[src/hdl/overload_pkg.sv]
// Notes on behaviour
// The first warning asserts while the measured current is above the first threshold.
// A warning deasserts while the measured current is below its own threshold.
// A second, independent warning compares the same current against a second threshold.
// Comparison stays active both while motoring and while braking regeneratively.
// Each asserted warning drives its assigned output low.
// Warning one goes to terminals selecting code 03, warning two to those selecting code 26.
// Both thresholds hold 100% of rated current after reset until the user programs them.
// On exact equality with a threshold a warning keeps its previous state.
package overload_pkg;

    // Current and thresholds are in tenths of a percent of rated current.
    localparam int unsigned CUR_W         = 12;
    localparam logic [11:0] THRESH_RESET  = 12'h3e8;
    localparam int unsigned TERM_COUNT    = 8;
    localparam int unsigned SEL_W         = 6;
    localparam logic [5:0]  SEL_WARN_ONE  = 6'h03;
    localparam logic [5:0]  SEL_WARN_TWO  = 6'h1a;

    // One threshold write from the operator panel or parameter store.
    typedef struct packed {
        logic             wr_one;
        logic             wr_two;
        logic [CUR_W-1:0] value;
    } thresh_wr_s;

endpackage : overload_pkg

[src/hdl/overload_compare.sv]
`timescale 1ns/1ps
module overload_compare
(
    input  wire logic                            sys_clk,
    input  wire logic                            rst,
    input  wire logic [overload_pkg::CUR_W-1:0]  current,
    input  wire logic [overload_pkg::CUR_W-1:0]  threshold,
    output logic                                 warn_r
);

    // Strict comparisons both ways leave equality as a hold, which avoids chatter.
    always_ff @(posedge sys_clk)
    begin
        if (rst)
        begin
            warn_r <= 1'b0;
        end
        else if (current > threshold)
        begin
            warn_r <= 1'b1;
        end
        else if (current < threshold)
        begin
            warn_r <= 1'b0;
        end
        else
        begin
            warn_r <= warn_r;
        end
    end

endmodule : overload_compare

[src/hdl/overload_advance_warning.sv]
`timescale 1ns/1ps
module overload_advance_warning
(
    input  wire logic                                                   sys_clk,
    input  wire logic                                                   rst,
    input  wire logic [overload_pkg::CUR_W-1:0]                         current_mag,
    input  wire overload_pkg::thresh_wr_s                               thresh_wr,
    input  wire logic [overload_pkg::TERM_COUNT*overload_pkg::SEL_W-1:0] term_sel,
    output logic                                                        overload_warning_one,
    output logic                                                        overload_warning_two,
    output logic [overload_pkg::TERM_COUNT-1:0]                         term_out_n,
    output logic [overload_pkg::CUR_W-1:0]                              overload_threshold_one,
    output logic [overload_pkg::CUR_W-1:0]                              overload_threshold_two
);

    // Warning indices into the per-warning storage; index 0 feeds warning one.
    localparam int unsigned WARN_COUNT = 2;
    localparam int unsigned IDX_ONE    = 0;
    localparam int unsigned IDX_TWO    = 1;

    // Threshold words, one flip-flop word per warning, addressed by warning index.
    logic [overload_pkg::CUR_W-1:0]      thresh_r [WARN_COUNT];

    // Write strobe decoded per warning.
    logic [WARN_COUNT-1:0]               load_hit;

    // Comparator results, one edge after the current sample.
    wire logic [WARN_COUNT-1:0]          cmp_warn;

    // Registered warning levels, two edges after the current sample.
    logic [WARN_COUNT-1:0]               warn_lvl_r;

    // Per-terminal matches against the two warning codes.
    logic [overload_pkg::TERM_COUNT-1:0] match_one;
    logic [overload_pkg::TERM_COUNT-1:0] match_two;

    // Picks the strobe that belongs to one warning.
    // Both strobes may be high together, and then both words load the same value.
    function automatic logic strobe_for
    (
        input overload_pkg::thresh_wr_s wr,
        input int unsigned              idx
    );
        logic hit;
        hit = 1'b0;
        if (idx == IDX_ONE)
        begin
            hit = wr.wr_one;
        end
        else if (idx == IDX_TWO)
        begin
            hit = wr.wr_two;
        end
        return hit;
    endfunction : strobe_for

    // True when one terminal's selection field holds the given function code.
    function automatic logic sel_match
    (
        input logic [overload_pkg::TERM_COUNT*overload_pkg::SEL_W-1:0] sel_all,
        input int unsigned                                              term,
        input logic [overload_pkg::SEL_W-1:0]                           code
    );
        logic [overload_pkg::SEL_W-1:0] field;
        field = sel_all[term*overload_pkg::SEL_W +: overload_pkg::SEL_W];
        return field == code;
    endfunction : sel_match

    // Write decode is combinational, so a write lands at the same edge for both words.
    always_comb
    begin
        for (int unsigned w = 0; w < WARN_COUNT; w++)
        begin
            load_hit[w] = strobe_for(thresh_wr, w);
        end
    end

    // Decoding each terminal's code once keeps the output registers to a plain select.
    always_comb
    begin
        for (int unsigned t = 0; t < overload_pkg::TERM_COUNT; t++)
        begin
            match_one[t] = sel_match(term_sel, t, overload_pkg::SEL_WARN_ONE);
            match_two[t] = sel_match(term_sel, t, overload_pkg::SEL_WARN_TWO);
        end
    end

    // Each warning owns its threshold, comparator and level; only the current is shared.
    generate
        for (genvar w = 0; w < WARN_COUNT; w++)
        begin : g_warn
            // Threshold word; reset loads rated current until the user writes a new level.
            always_ff @(posedge sys_clk)
            begin
                if (rst)
                begin
                    thresh_r[w] <= overload_pkg::THRESH_RESET;
                end
                else if (load_hit[w])
                begin
                    thresh_r[w] <= thresh_wr.value;
                end
            end

            // The input is a magnitude, so regeneration compares the same as motoring.
            overload_compare u_cmp
            (
                .sys_clk   (sys_clk),
                .rst       (rst),
                .current   (current_mag),
                .threshold (thresh_r[w]),
                .warn_r    (cmp_warn[w])
            );

            // Level register keeps the observation output in step with the terminals.
            always_ff @(posedge sys_clk)
            begin
                if (rst)
                begin
                    warn_lvl_r[w] <= 1'b0;
                end
                else
                begin
                    warn_lvl_r[w] <= cmp_warn[w];
                end
            end
        end
    endgenerate

    // Terminal routing; a terminal with any other code stays high, which is off.
    generate
        for (genvar t = 0; t < overload_pkg::TERM_COUNT; t++)
        begin : g_term
            always_ff @(posedge sys_clk)
            begin
                if (rst)
                begin
                    term_out_n[t] <= 1'b1;
                end
                else if (match_one[t])
                begin
                    term_out_n[t] <= ~cmp_warn[IDX_ONE];
                end
                else if (match_two[t])
                begin
                    term_out_n[t] <= ~cmp_warn[IDX_TWO];
                end
                else
                begin
                    term_out_n[t] <= 1'b1;
                end
            end
        end
    endgenerate

    // Outputs are direct copies of the flip-flops above, with no logic in between.
    assign overload_threshold_one = thresh_r[IDX_ONE];
    assign overload_threshold_two = thresh_r[IDX_TWO];
    assign overload_warning_one   = warn_lvl_r[IDX_ONE];
    assign overload_warning_two   = warn_lvl_r[IDX_TWO];

endmodule : overload_advance_warning

[config.mk]
export PLATFORM = sky130hd
export DESIGN_NAME = overload_advance_warning
export DESIGN_NICKNAME = d
export VERILOG_FILES = /design/src/hdl/overload_pkg.sv /design/src/hdl/overload_compare.sv /design/src/hdl/overload_advance_warning.sv
export SDC_FILE = /design/constraint.sdc
export NUM_CORES = 1
export LEC_CHECK = 0
export ABC_AREA = 0
export BUFFER_PORTS_ARGS = -buffer_cell sky130_fd_sc_hd__buf_4
export CELL_PAD_IN_SITES_DETAIL_PLACEMENT = 0
export CELL_PAD_IN_SITES_GLOBAL_PLACEMENT = 2
export CORE_UTILIZATION = 26
export CTS_CLUSTER_DIAMETER = 60
export DETAILED_ROUTE_END_ITERATION = 8
export PLACE_DENSITY_LB_ADDON = 0.1
export SYNTH_ARGS = -nofsm -noshare
export SYNTH_HDL_FRONTEND = slang
export SYNTH_SLANG_ARGS = --single-unit
export TNS_END_PERCENT = 100
[constraint.sdc]
create_clock -name sys_clk -period 1.8 [get_ports sys_clk]
set_clock_uncertainty 0.15 [all_clocks]
set_input_delay 0.36 -clock sys_clk [delete_from_list [all_inputs] [get_ports sys_clk]]
set_output_delay 0.36 -clock sys_clk [all_outputs]
set_load 0.03 [all_outputs]
==> results of run 1 <==
worst min-delay path by stage:
stage	to	slack, ns	cells after the start
6_report	term_out_n[6]	0.11	3
3_5_place_dp	term_out_n[5]	0.41	3
4_1_cts	term_out_n[2]	0.11	3
2_1_floorplan	term_out_n[0]	0.32	2
3_3_place_gp	term_out_n[4]	0.42	3
5_1_grt	term_out_n[2]	0.13	3
per-layer routing:
| layer | global-route usage | vias up | wire length (µm) |
|---|---|---|---|
| met5 | 0 | - | 0 |
| met4 | 0.0357 | 0 | 59 |
| met3 | 0.0452 | 6 | 401 |
| met2 | 0.242 | 61 | 2680 |
| met1 | 0.173 | 840 | 2410 |
| li1 | - | 921 | - |
cells by family (layout without fill, tap and decap cells):
logic type / count (synthesis) / in the layout / share of synthesized area
simple gates: 78 / 78 / 0.249
flops: 36 / 36 / 0.466
compound gates: 28 / 28 / 0.0886
buf+inv: 27 / 142 / 0.0504
fa+ha+maj: 24 / 24 / 0.146
flip-flops by register name, indices dropped and copies added, names as in the netlist:
name,count
thresh_r,24
overload_warning_one,1
term_out_n,8
overload_warning_two,1
g_warn.u_cmp.warn_r,2
worst max-delay path, delay by kind of cell (launching register included):
family	cells	cell delay, ns
buffers and inverters	1	0.07
AND/OR/NAND/NOR	1	0.08
AO/OA/AOI/OAI	3	0.63
flip-flops	1	0.42
adder cells (fa/ha/maj)	1	0.24
metrics by stage:
| stage | instances | instance area (µm²) | total power, µW | setup slack [ns] | util |
|---|---|---|---|---|---|
| 2_1_floorplan | 193 | 2060 | 1270 | 0.0128 | - |
| 3_3_place_gp | 402 | 3000 | 1550 | 0.0171 | 0.391 |
| 3_5_place_dp | 402 | 3000 | 1550 | 0.00176 | 0.391 |
| 4_1_cts | 410 | 3110 | 2260 | 0.0763 | 0.405 |
| 5_1_grt | 410 | 3110 | 2350 | 0.0151 | 0.405 |
| 6_report | 410 | 3110 | 2230 | 0.0729 | 0.405 |
power groups by stage:
stage               Combinational (µW)  Clock [µW]  Sequential (µW)
floorplan                          187           0             1080
global placement                   549           0             1000
detailed placement                 549           0             1000
CTS                                550         728              984
global route                       598         762              991
finish                             541         712              980
area by class of cell:
cell class,count,area [µm²],share of cell area
well taps,102,128,0.0410
flip-flops and latches,36,961,0.309
clock buffers,6,72.6,0.0233
inverters,23,86.3,0.0277
repair buffers,111,833,0.268
multi-input cells,130,996,0.320
clock inverters,2,35.0,0.0113
layout by cell type (no fill, tap or decap):
cell type / Yosys / routed
nor4b_1: 8 / 8
and4b_1: 8 / 8
a21boi_0: 2 / 2
buf_4: 0 / 111
nand4_1: 6 / 6
inv_1: 23 / 23
nor3_1: 8 / 8
nand2_1: 8 / 8
a21o_1: 2 / 2
clkbuf_1: 2 / 1
nand3_1: 4 / 4
bufinv_16: 0 / 1
o21ai_0: 8 / 8
o41a_1: 2 / 2
nor2b_2: 2 / 2
or2_2: 2 / 2
ha_1: 24 / 24
and2_1: 12 / 12
dfxtp_1: 12 / 12
nor2_1: 4 / 4
o211ai_2: 2 / 2
nand2b_1: 12 / 12
nor2b_4: 2 / 2
clkbuf_8: 0 / 5
clkinv_2: 0 / 1
a21boi_1: 2 / 2
a21oi_1: 10 / 10
edfxtp_1: 24 / 24
nor2b_1: 2 / 2
==> qor.yml, run 1 <==
status:
  status: "finished clean"
power:
  p_sw_uw: 615
  vdd_drop_max_mv: 0.258
  pwr-share-comb: 0.242
  power.leakage_uw: 0.00146
  pwr-share-seq: 0.439
  p_int_uw: 1620
  switching_share: 0.275
  power_density_mw_per_mm2: 717
  power_frac_clock: 0.319
yosys:
  synthTopCellsByArea: "edfxtp_1 (35%), ha_1 (15%), dfxtp_1 (12%)"
  ys_ff_latch: 36
  async_flop_share: 0
  yosysTopAreaCell: "edfxtp_1"
  ys_types: 26
  syn_area_mm2: 0.00206
  yosys_warnings: 0
  ys_top_cells_by_count: "edfxtp_1 (24), ha_1 (24), inv_1 (23)"
  synth_top_area_share: 0.350
  synth_fp_nets: 293
  syn-instance-count: 193
  ys.flop_type: "edfxtp_1"
  synth-edff-count: 24
  syn_area_per_cell_um2: 10.7
  seq_area_frac_synth: 0.466
setup_path:
  reg2reg_to: "g_warn[0].u_cmp.warn_r"
  path_max_fanout: 2
  critPathLaunchType: "flop"
  slowest_stage: "edfxtp_1"
  r2r_slack_ns: 0.07
  max_stage_delay_ns: 0.42
  path_cells: "inv_1 > ha_1 > a21o_1 > nand3_1 > a21oi_1 > o41a_1"
  timing.critical_path.to: "g_warn[0].u_cmp.warn_r"
  critical_path_class: "flop to flop"
  r2r_start: "thresh_r[0][5]"
  required_ns: 1.82
  crit_start: "thresh_r[0][5]"
  crit_path_end_kind: "flop"
  reg2reg_depth: 6
  arrival_ns: 1.75
layout:
  drive_above_1_share: 0.409
  syn_to_final_growth_pct: 51.0
  nets: 407
  n_antenna_cell: 0
  fillCellCount: 813
sta:
  fmax_mhz: 579
  relSlewSlack: 0.651
  grt_setup_unrepaired: "false"
  tightest_slew_ns: 0.523
  period_needed_ns: 1.73
  post-route-period-util: 0.960
  hold_viol: 0
  holdWs_ns: 0.110
  setup_viol: 0
  setup-tns-final_ns: 0
  drv_slew: 0
placed_design:
  place_congestion: 0.769
  dp_hpwl_um: 4500
  port_buffers: 109
floorplan:
  die_area_mm2: 0.00829
  die_width_um: 91.0
  floorplan.rows: 32
  start_util: 0.268
  core_area_mm2: 0.00769
  die_y_um: 91.0
  io_pins: 110
global_route:
  antenna_found_initial: 0
  grt_max_degree: 17
  grt_overflow_total: 0
  grt_pass1_wl_um: 9050
  grt_pass1_vias: 1902
  grt_usage: 0.142
clocking:
  clockRootBuffer: "clkbuf_8"
  post_cts_resized: 0
  clk_pin_slew_worst_paths_ns: 0.08
  cts_max_path_buffers: 2
  holdBufCountCts: 0
  cts_made_buffers: 5
  cts_tree: "done"
  htreeDepth: 2
  clkSinkCount: 36
  clk_latency_ns: 0.29
  post_cts_buffers: 0
detailed_routing:
  drt_drc_violations_left: 0
  drtAntennaViolNets: 0
  firstDrtPassIters: 4
  vias_per_cell: 4.46
  routed_wl_um: 5540
  initialDrtViolationCount: 53
  vias: 1828
  wl_per_cell_um: 13.5
hold_path:
  hp-class: "input port to flop"
  min_from: "term_sel[41]"
flow_run:
  max_cap_violations: 0
Power figures use the tool's default switching activity.
==> run 2, diff against run 1 <==
--- a/config.mk
+++ b/config.mk
@@ -6,7 +6,7 @@
 export NUM_CORES = 1
 export LEC_CHECK = 0
 export ABC_AREA = 0
-export BUFFER_PORTS_ARGS = -buffer_cell sky130_fd_sc_hd__buf_4
+export BUFFER_PORTS_ARGS = -buffer_cell sky130_fd_sc_hd__buf_2
 export CELL_PAD_IN_SITES_DETAIL_PLACEMENT = 0
 export CELL_PAD_IN_SITES_GLOBAL_PLACEMENT = 2
 export CORE_UTILIZATION = 26
==> qor.yml, run 2 (synthesized netlist as in run 1, its figures left out) <==
setup_path:
  critical_path_class: "flop to flop"  # unchanged
  path_cells: "inv_1 > ha_1 > a21o_1 > nand3_1 > a21oi_1 > o41a_1"  # unchanged
  path_max_fanout: 2  # unchanged
  arrival_ns: 1.74  # was 1.75 ns
  path_buf_inv: 1  # unchanged
  crit_path_end_kind: "flop"  # unchanged
  slowest_stage: "edfxtp_1"  # unchanged
  max_stage_delay_ns: 0.42  # about the same
  critPathLaunchType: "flop"  # unchanged
  path_delay_family: "compound AO/OA/AOI/OAI gates"  # unchanged
  required_ns: 1.81  # was 1.82 ns
layout:
  nets: 408  # was 407
  multi_input_area_um2: 996  # unchanged
  instances_no_fill: 410  # unchanged
  drive_above_1_share: 0.406  # was 0.409
  regMostFlops: "thresh_r"  # unchanged
  layout_commonest_cell: "buf_2"  # was buf_4
  fillCellCount: 840  # was 813
  top_regs: "thresh_r x24, term_out_n x8, g_warn.u_cmp.warn_r x2"  # unchanged
  n_antenna_cell: 0  # unchanged
  largest_register_ffs: 24  # unchanged
  syn_to_final_growth_pct: 36.6  # was 51.0%
  layout_common_cells: "buf_2 (109), ha_1 (24), edfxtp_1 (24)"  # was buf_4 (111), ha_1 (24), edfxtp_1 (24)
  register_area_um2: 961  # unchanged
hold_path:
  hp-class: "input port to flop"  # unchanged
global_route:
  grt_max_degree: 13  # was 17
  grt_overflow_total: 0  # unchanged
  grt_pass1_vias: 1874  # was 1902
  grt_pass1_wl_um: 9000  # was 9050 µm
  antenna_found_initial: 0  # unchanged
  grt_usage: 0.141  # was 0.142
clocking:
  holdBufCountCts: 0  # unchanged
  post_cts_resized: 0  # unchanged
  clockRootBuffer: "clkbuf_8"  # unchanged
  cts_max_path_buffers: 2  # unchanged
  clk_pin_slew_worst_paths_ns: 0.07  # was 0.08 ns
  htreeDepth: 2  # unchanged
  cts_tree: "done"  # unchanged
  cts_made_buffers: 5  # unchanged
  clk_latency_ns: 0.28  # was 0.29 ns
  post_cts_buffers: 0  # unchanged
  clkSinkCount: 36  # unchanged
detailed_routing:
  wl_per_cell_um: 13.3  # was 13.5 µm
  firstDrtPassIters: 4  # unchanged
  drtAntennaViolNets: 0  # unchanged
  vias: 1773  # was 1828
  routed_wl_um: 5460  # was 5540 µm
  initialDrtViolationCount: 37  # was 53
  drt_drc_violations_left: 0  # unchanged
  vias_per_cell: 4.32  # was 4.46
floorplan:
  io_pins: 110  # unchanged
  start_util: 0.268  # unchanged
  die_area_mm2: 0.00829  # unchanged
  floorplan.rows: 32  # unchanged
  core_area_mm2: 0.00769  # unchanged
  die_y_um: 91.0  # unchanged
  die_width_um: 91.0  # unchanged
power:
  vdd_drop_max_mv: 0.268  # was 0.258 mV
  power.leakage_uw: 0.00135  # was 0.00146 µW
  power_density_mw_per_mm2: 705  # was 717 mW/mm²
  finalPower_uw: 1980  # was 2230 µW
sta:
  setup_viol: 0  # unchanged
  setup-tns-final_ns: 0  # unchanged
  relSlewSlack: 0.644  # was 0.651
  period_needed_ns: 1.72  # was 1.73 ns
  tightest_slew_ns: 0.533  # was 0.523 ns
  hold_viol: 0  # unchanged
  holdWs_ns: 0.121  # was 0.110 ns
  post-route-period-util: 0.957  # was 0.960
  grt_setup_unrepaired: "false"  # unchanged
  fmax_mhz: 581  # was 579 MHz
  drv_slew: 0  # unchanged
  layout_setup_ws_ns: 0.0775  # was 0.0729 ns
flow_run:
  max_cap_violations: 0  # unchanged
placed_design:
  place_congestion: 0.799  # was 0.769
  dpl.cell_count: 403  # was 402
  port_buffers: 109  # unchanged
  dp_hpwl_um: 4490  # was 4500 µm
  place_ws_ns: -0.00571  # was 0.00176 ns
status:
  status: "finished clean"  # unchanged
==> run 2: cell count changes in the layout (fill, tap and decap cells not counted) <==
cell,before,now
buf_2,0,109
buf_4,111,3
clkinv_1,0,2
bufinv_16,1,0
clkbuf_1,1,0
clkinv_2,1,0
==> run 2: worst paths after layout <==
kind,from,endpoint,slack [ns],depth (start not counted)
hold reg to reg,g_warn[1].u_cmp.warn_r,overload_warning_two,0.55,1
setup / recovery,thresh_r[1][5],g_warn[1].u_cmp.warn_r,0.08,6
setup reg to reg,thresh_r[1][5],g_warn[1].u_cmp.warn_r,0.08,6
hold / removal,term_sel[23],term_out_n[3],0.12,3
==> run 2: through the flow <==
step	util	area (µm²)
floorplan	-	2060
global placement	0.356	2740
detailed placement	0.356	2740
CTS	0.366	2820
global route	0.366	2820
finish	0.366	2820
==> run 2: area by class of cell <==
type	instances	area share
timing repair buffer	112	0.202
tap	102	0.0453
clock inverter	2	0.00267
multi-input combinational	130	0.354
clock buffer	5	0.0244
inverter	23	0.0307
sequential	36	0.341
==> run 2: where the power goes <==
group	switching (µW)	internal [µW]	total [µW]	leakage, µW
Sequential	42.0	938	980	0.000340
Combinational	271	199	470	0.000967
Clock	278	256	534	0.0000391
==> run 2: worst register-to-register path: stages, from the launching register on <==
cell and delay [ns]:
edfxtp_1 0.42, inv_1 0.08, ha_1 0.24, a21o_1 0.17, nand3_1 0.08, a21oi_1 0.07, o41a_1 0.40
==> run 2: per-layer routing <==
layer	vias up	global-route usage	share of wire
met1	782	0.171	0.45
met2	63	0.245	0.47
met5	-	0	0
met4	0	0.0397	0.012
met3	5	0.0385	0.067
li1	923	-	-
==> run 3, diff against run 2 <==
--- a/config.mk
+++ b/config.mk
@@ -9,6 +9,8 @@
 export BUFFER_PORTS_ARGS = -buffer_cell sky130_fd_sc_hd__buf_2
 export CELL_PAD_IN_SITES_DETAIL_PLACEMENT = 0
 export CELL_PAD_IN_SITES_GLOBAL_PLACEMENT = 2
+export CORE_ASPECT_RATIO = 1.2
+export CORE_MARGIN = 2
 export CORE_UTILIZATION = 26
 export CTS_CLUSTER_DIAMETER = 60
 export DETAILED_ROUTE_END_ITERATION = 8
==> qor.yml, run 3 (synthesized netlist as in run 1, its figures left out) <==
status:
  status: "finished clean"  # unchanged
hold_path:
  min_from: "term_sel[5]"  # was term_sel[23]
  hp-class: "input port to flop"  # unchanged
  hold_end: "term_out_n[0]"  # was term_out_n[3]
  whs_path_depth: 3  # unchanged
detailed_routing:
  firstDrtPassIters: 4  # unchanged
  drtAntennaViolNets: 0  # unchanged
  drt_drc_violations_left: 0  # unchanged
  initialDrtViolationCount: 38  # was 37
  routed_wl_um: 5410  # was 5460 µm
  vias_per_cell: 4.43  # was 4.32
  vias: 1777  # was 1773
  wl_per_cell_um: 13.5  # was 13.3 µm
floorplan:
  die_width_um: 85.3  # was 91.0 µm
  die_y_um: 102  # was 91.0 µm
  io_pins: 110  # unchanged
  die_area_mm2: 0.00866  # was 0.00829 mm²
  floorplan.rows: 35  # was 32
  core_area_mm2: 0.00771  # was 0.00769 mm²
  start_util: 0.267  # was 0.268
setup_path:
  r2r_slack_ns: 0.09  # was 0.08 ns
  required_ns: 1.81  # about the same
  arrival_ns: 1.73  # was 1.74 ns
  critical_path_class: "flop to flop"  # unchanged
  reg2reg_depth: 6  # unchanged
  path_max_fanout: 2  # unchanged
  r2r_start: "thresh_r[1][1]"  # was thresh_r[1][5]
  critPathLaunchType: "flop"  # unchanged
  path_cells: "inv_1 > ha_1 > nor2b_4 > o211ai_2 > a21boi_1 > o41a_1"  # was inv_1 > ha_1 > a21o_1 > nand3_1 > a21oi_1 > o41a_1
  slowest_stage: "edfxtp_1"  # unchanged
  crit_path_end_kind: "flop"  # unchanged
  max_stage_delay_ns: 0.39  # was 0.42 ns
  reg2reg_to: "g_warn[1].u_cmp.warn_r"  # unchanged
clocking:
  clockRootBuffer: "clkbuf_8"  # unchanged
  clk_pin_slew_worst_paths_ns: 0.07  # about the same
  clkSinkCount: 36  # unchanged
  post_cts_buffers: 0  # unchanged
  cts_made_buffers: 5  # unchanged
  post_cts_resized: 0  # unchanged
  holdBufCountCts: 0  # unchanged
  clk_latency_ns: 0.28  # about the same
  cts_tree: "done"  # unchanged
  htreeDepth: 2  # unchanged
  cts_max_path_buffers: 2  # unchanged
global_route:
  grt_overflow_total: 0  # unchanged
  grt_max_degree: 13  # unchanged
  grt_pass1_vias: 1799  # was 1874
  grt_pass1_wl_um: 8480  # was 9000 µm
  grt_usage: 0.128  # was 0.141
  antenna_found_initial: 0  # unchanged
flow_run:
  max_cap_violations: 0  # unchanged
layout:
  regMostFlops: "thresh_r"  # unchanged
  layout_commonest_cell: "buf_2"  # unchanged
  drive_above_1_share: 0.411  # was 0.406
  syn_to_final_growth_pct: 36.8  # was 36.6%
  top_regs: "thresh_r x24, term_out_n x8, g_warn.u_cmp.warn_r x2"  # unchanged
  layout_common_cells: "buf_2 (109), ha_1 (24), edfxtp_1 (24)"  # unchanged
  fillCellCount: 821  # was 840
  largest_register_ffs: 24  # unchanged
  n_antenna_cell: 0  # unchanged
  nets: 408  # unchanged
  fin_util: 0.366  # about the same
sta:
  fmax_mhz: 584  # was 581 MHz
  period_needed_ns: 1.71  # was 1.72 ns
  grt_setup_unrepaired: "false"  # unchanged
  setup-tns-final_ns: 0  # unchanged
  post-route-period-util: 0.951  # was 0.957
  tightest_slew_ns: 0.441  # was 0.533 ns
  holdWs_ns: 0.120  # was 0.121 ns
  relSlewSlack: 0.706  # was 0.644
  drv_slew: 0  # unchanged
  hold_viol: 0  # unchanged
  setup_viol: 0  # unchanged
placed_design:
  dp_hpwl_um: 4680  # was 4490 µm
  place_congestion: 0.764  # was 0.799
  port_buffers: 109  # unchanged
power:
  power.leakage_uw: 0.00136  # was 0.00135 µW
  power_density_mw_per_mm2: 723  # was 705 mW/mm²
  vdd_drop_max_mv: 0.246  # was 0.268 mV
-- run 3: power by group --
group / switching [µW] / internal, µW
sequential: 43.1 / 939
combinational: 268 / 198
clock: 277 / 312
-- run 3: per-stage QoR --
stage                     area, µm²  power (µW)  worst slack, ns  instances
after floorplan                2060        1270           0.0128        193
after CTS                      2820        2080           0.0769        401
after global routing           2820        2170         0.000759        401
final                          2820        2040           0.0881        401
after detailed placement       2730        1480          0.00395        393
after global placement         2730        1480           0.0170        393
-- run 3: routing by layer --
| layer | GRT usage | wire length (µm) | vias up |
|---|---|---|---|
| li1 | - | - | 924 |
| met1 | 0.142 | 2110 | 784 |
| met2 | 0.231 | 2810 | 64 |
| met3 | 0.0432 | 445 | 5 |
| met4 | 0.0366 | 46 | 0 |
| met5 | 0 | 0 | - |
-- run 3: worst max-delay path by stage --
stage	to	cells past startpoint	slack [ns]	from
after detailed placement	g_warn[1].u_cmp.warn_r	6	0.004	current_mag[1]
after global placement	g_warn[1].u_cmp.warn_r	6	0.02	current_mag[1]
after CTS	g_warn[0].u_cmp.warn_r	6	0.08	thresh_r[0][10]
after global routing	g_warn[0].u_cmp.warn_r	6	0.0008	thresh_r[0][10]
final	g_warn[1].u_cmp.warn_r	6	0.09	thresh_r[1][1]
after floorplan	g_warn[1].u_cmp.warn_r	6	0.01	thresh_r[1][1]
-- run 3: final cells by class --
class	count	area (µm²)	share of cell area
multi-input cells	130	996	0.353
flip-flops and latches	36	961	0.341
repair buffers	112	568	0.202
well taps	92	115	0.0408
clock buffers	7	86.3	0.0306
inverters	23	86.3	0.0306
clock inverters	1	6.26	0.00222
-- run 3: critical path: cells and delay by family (launching register included) --
kind	cells	cell delay [ns]
buf+inv	1	0.08
fa+ha+maj	1	0.24
compound gates	3	0.59
flops	1	0.39
simple gates	1	0.13
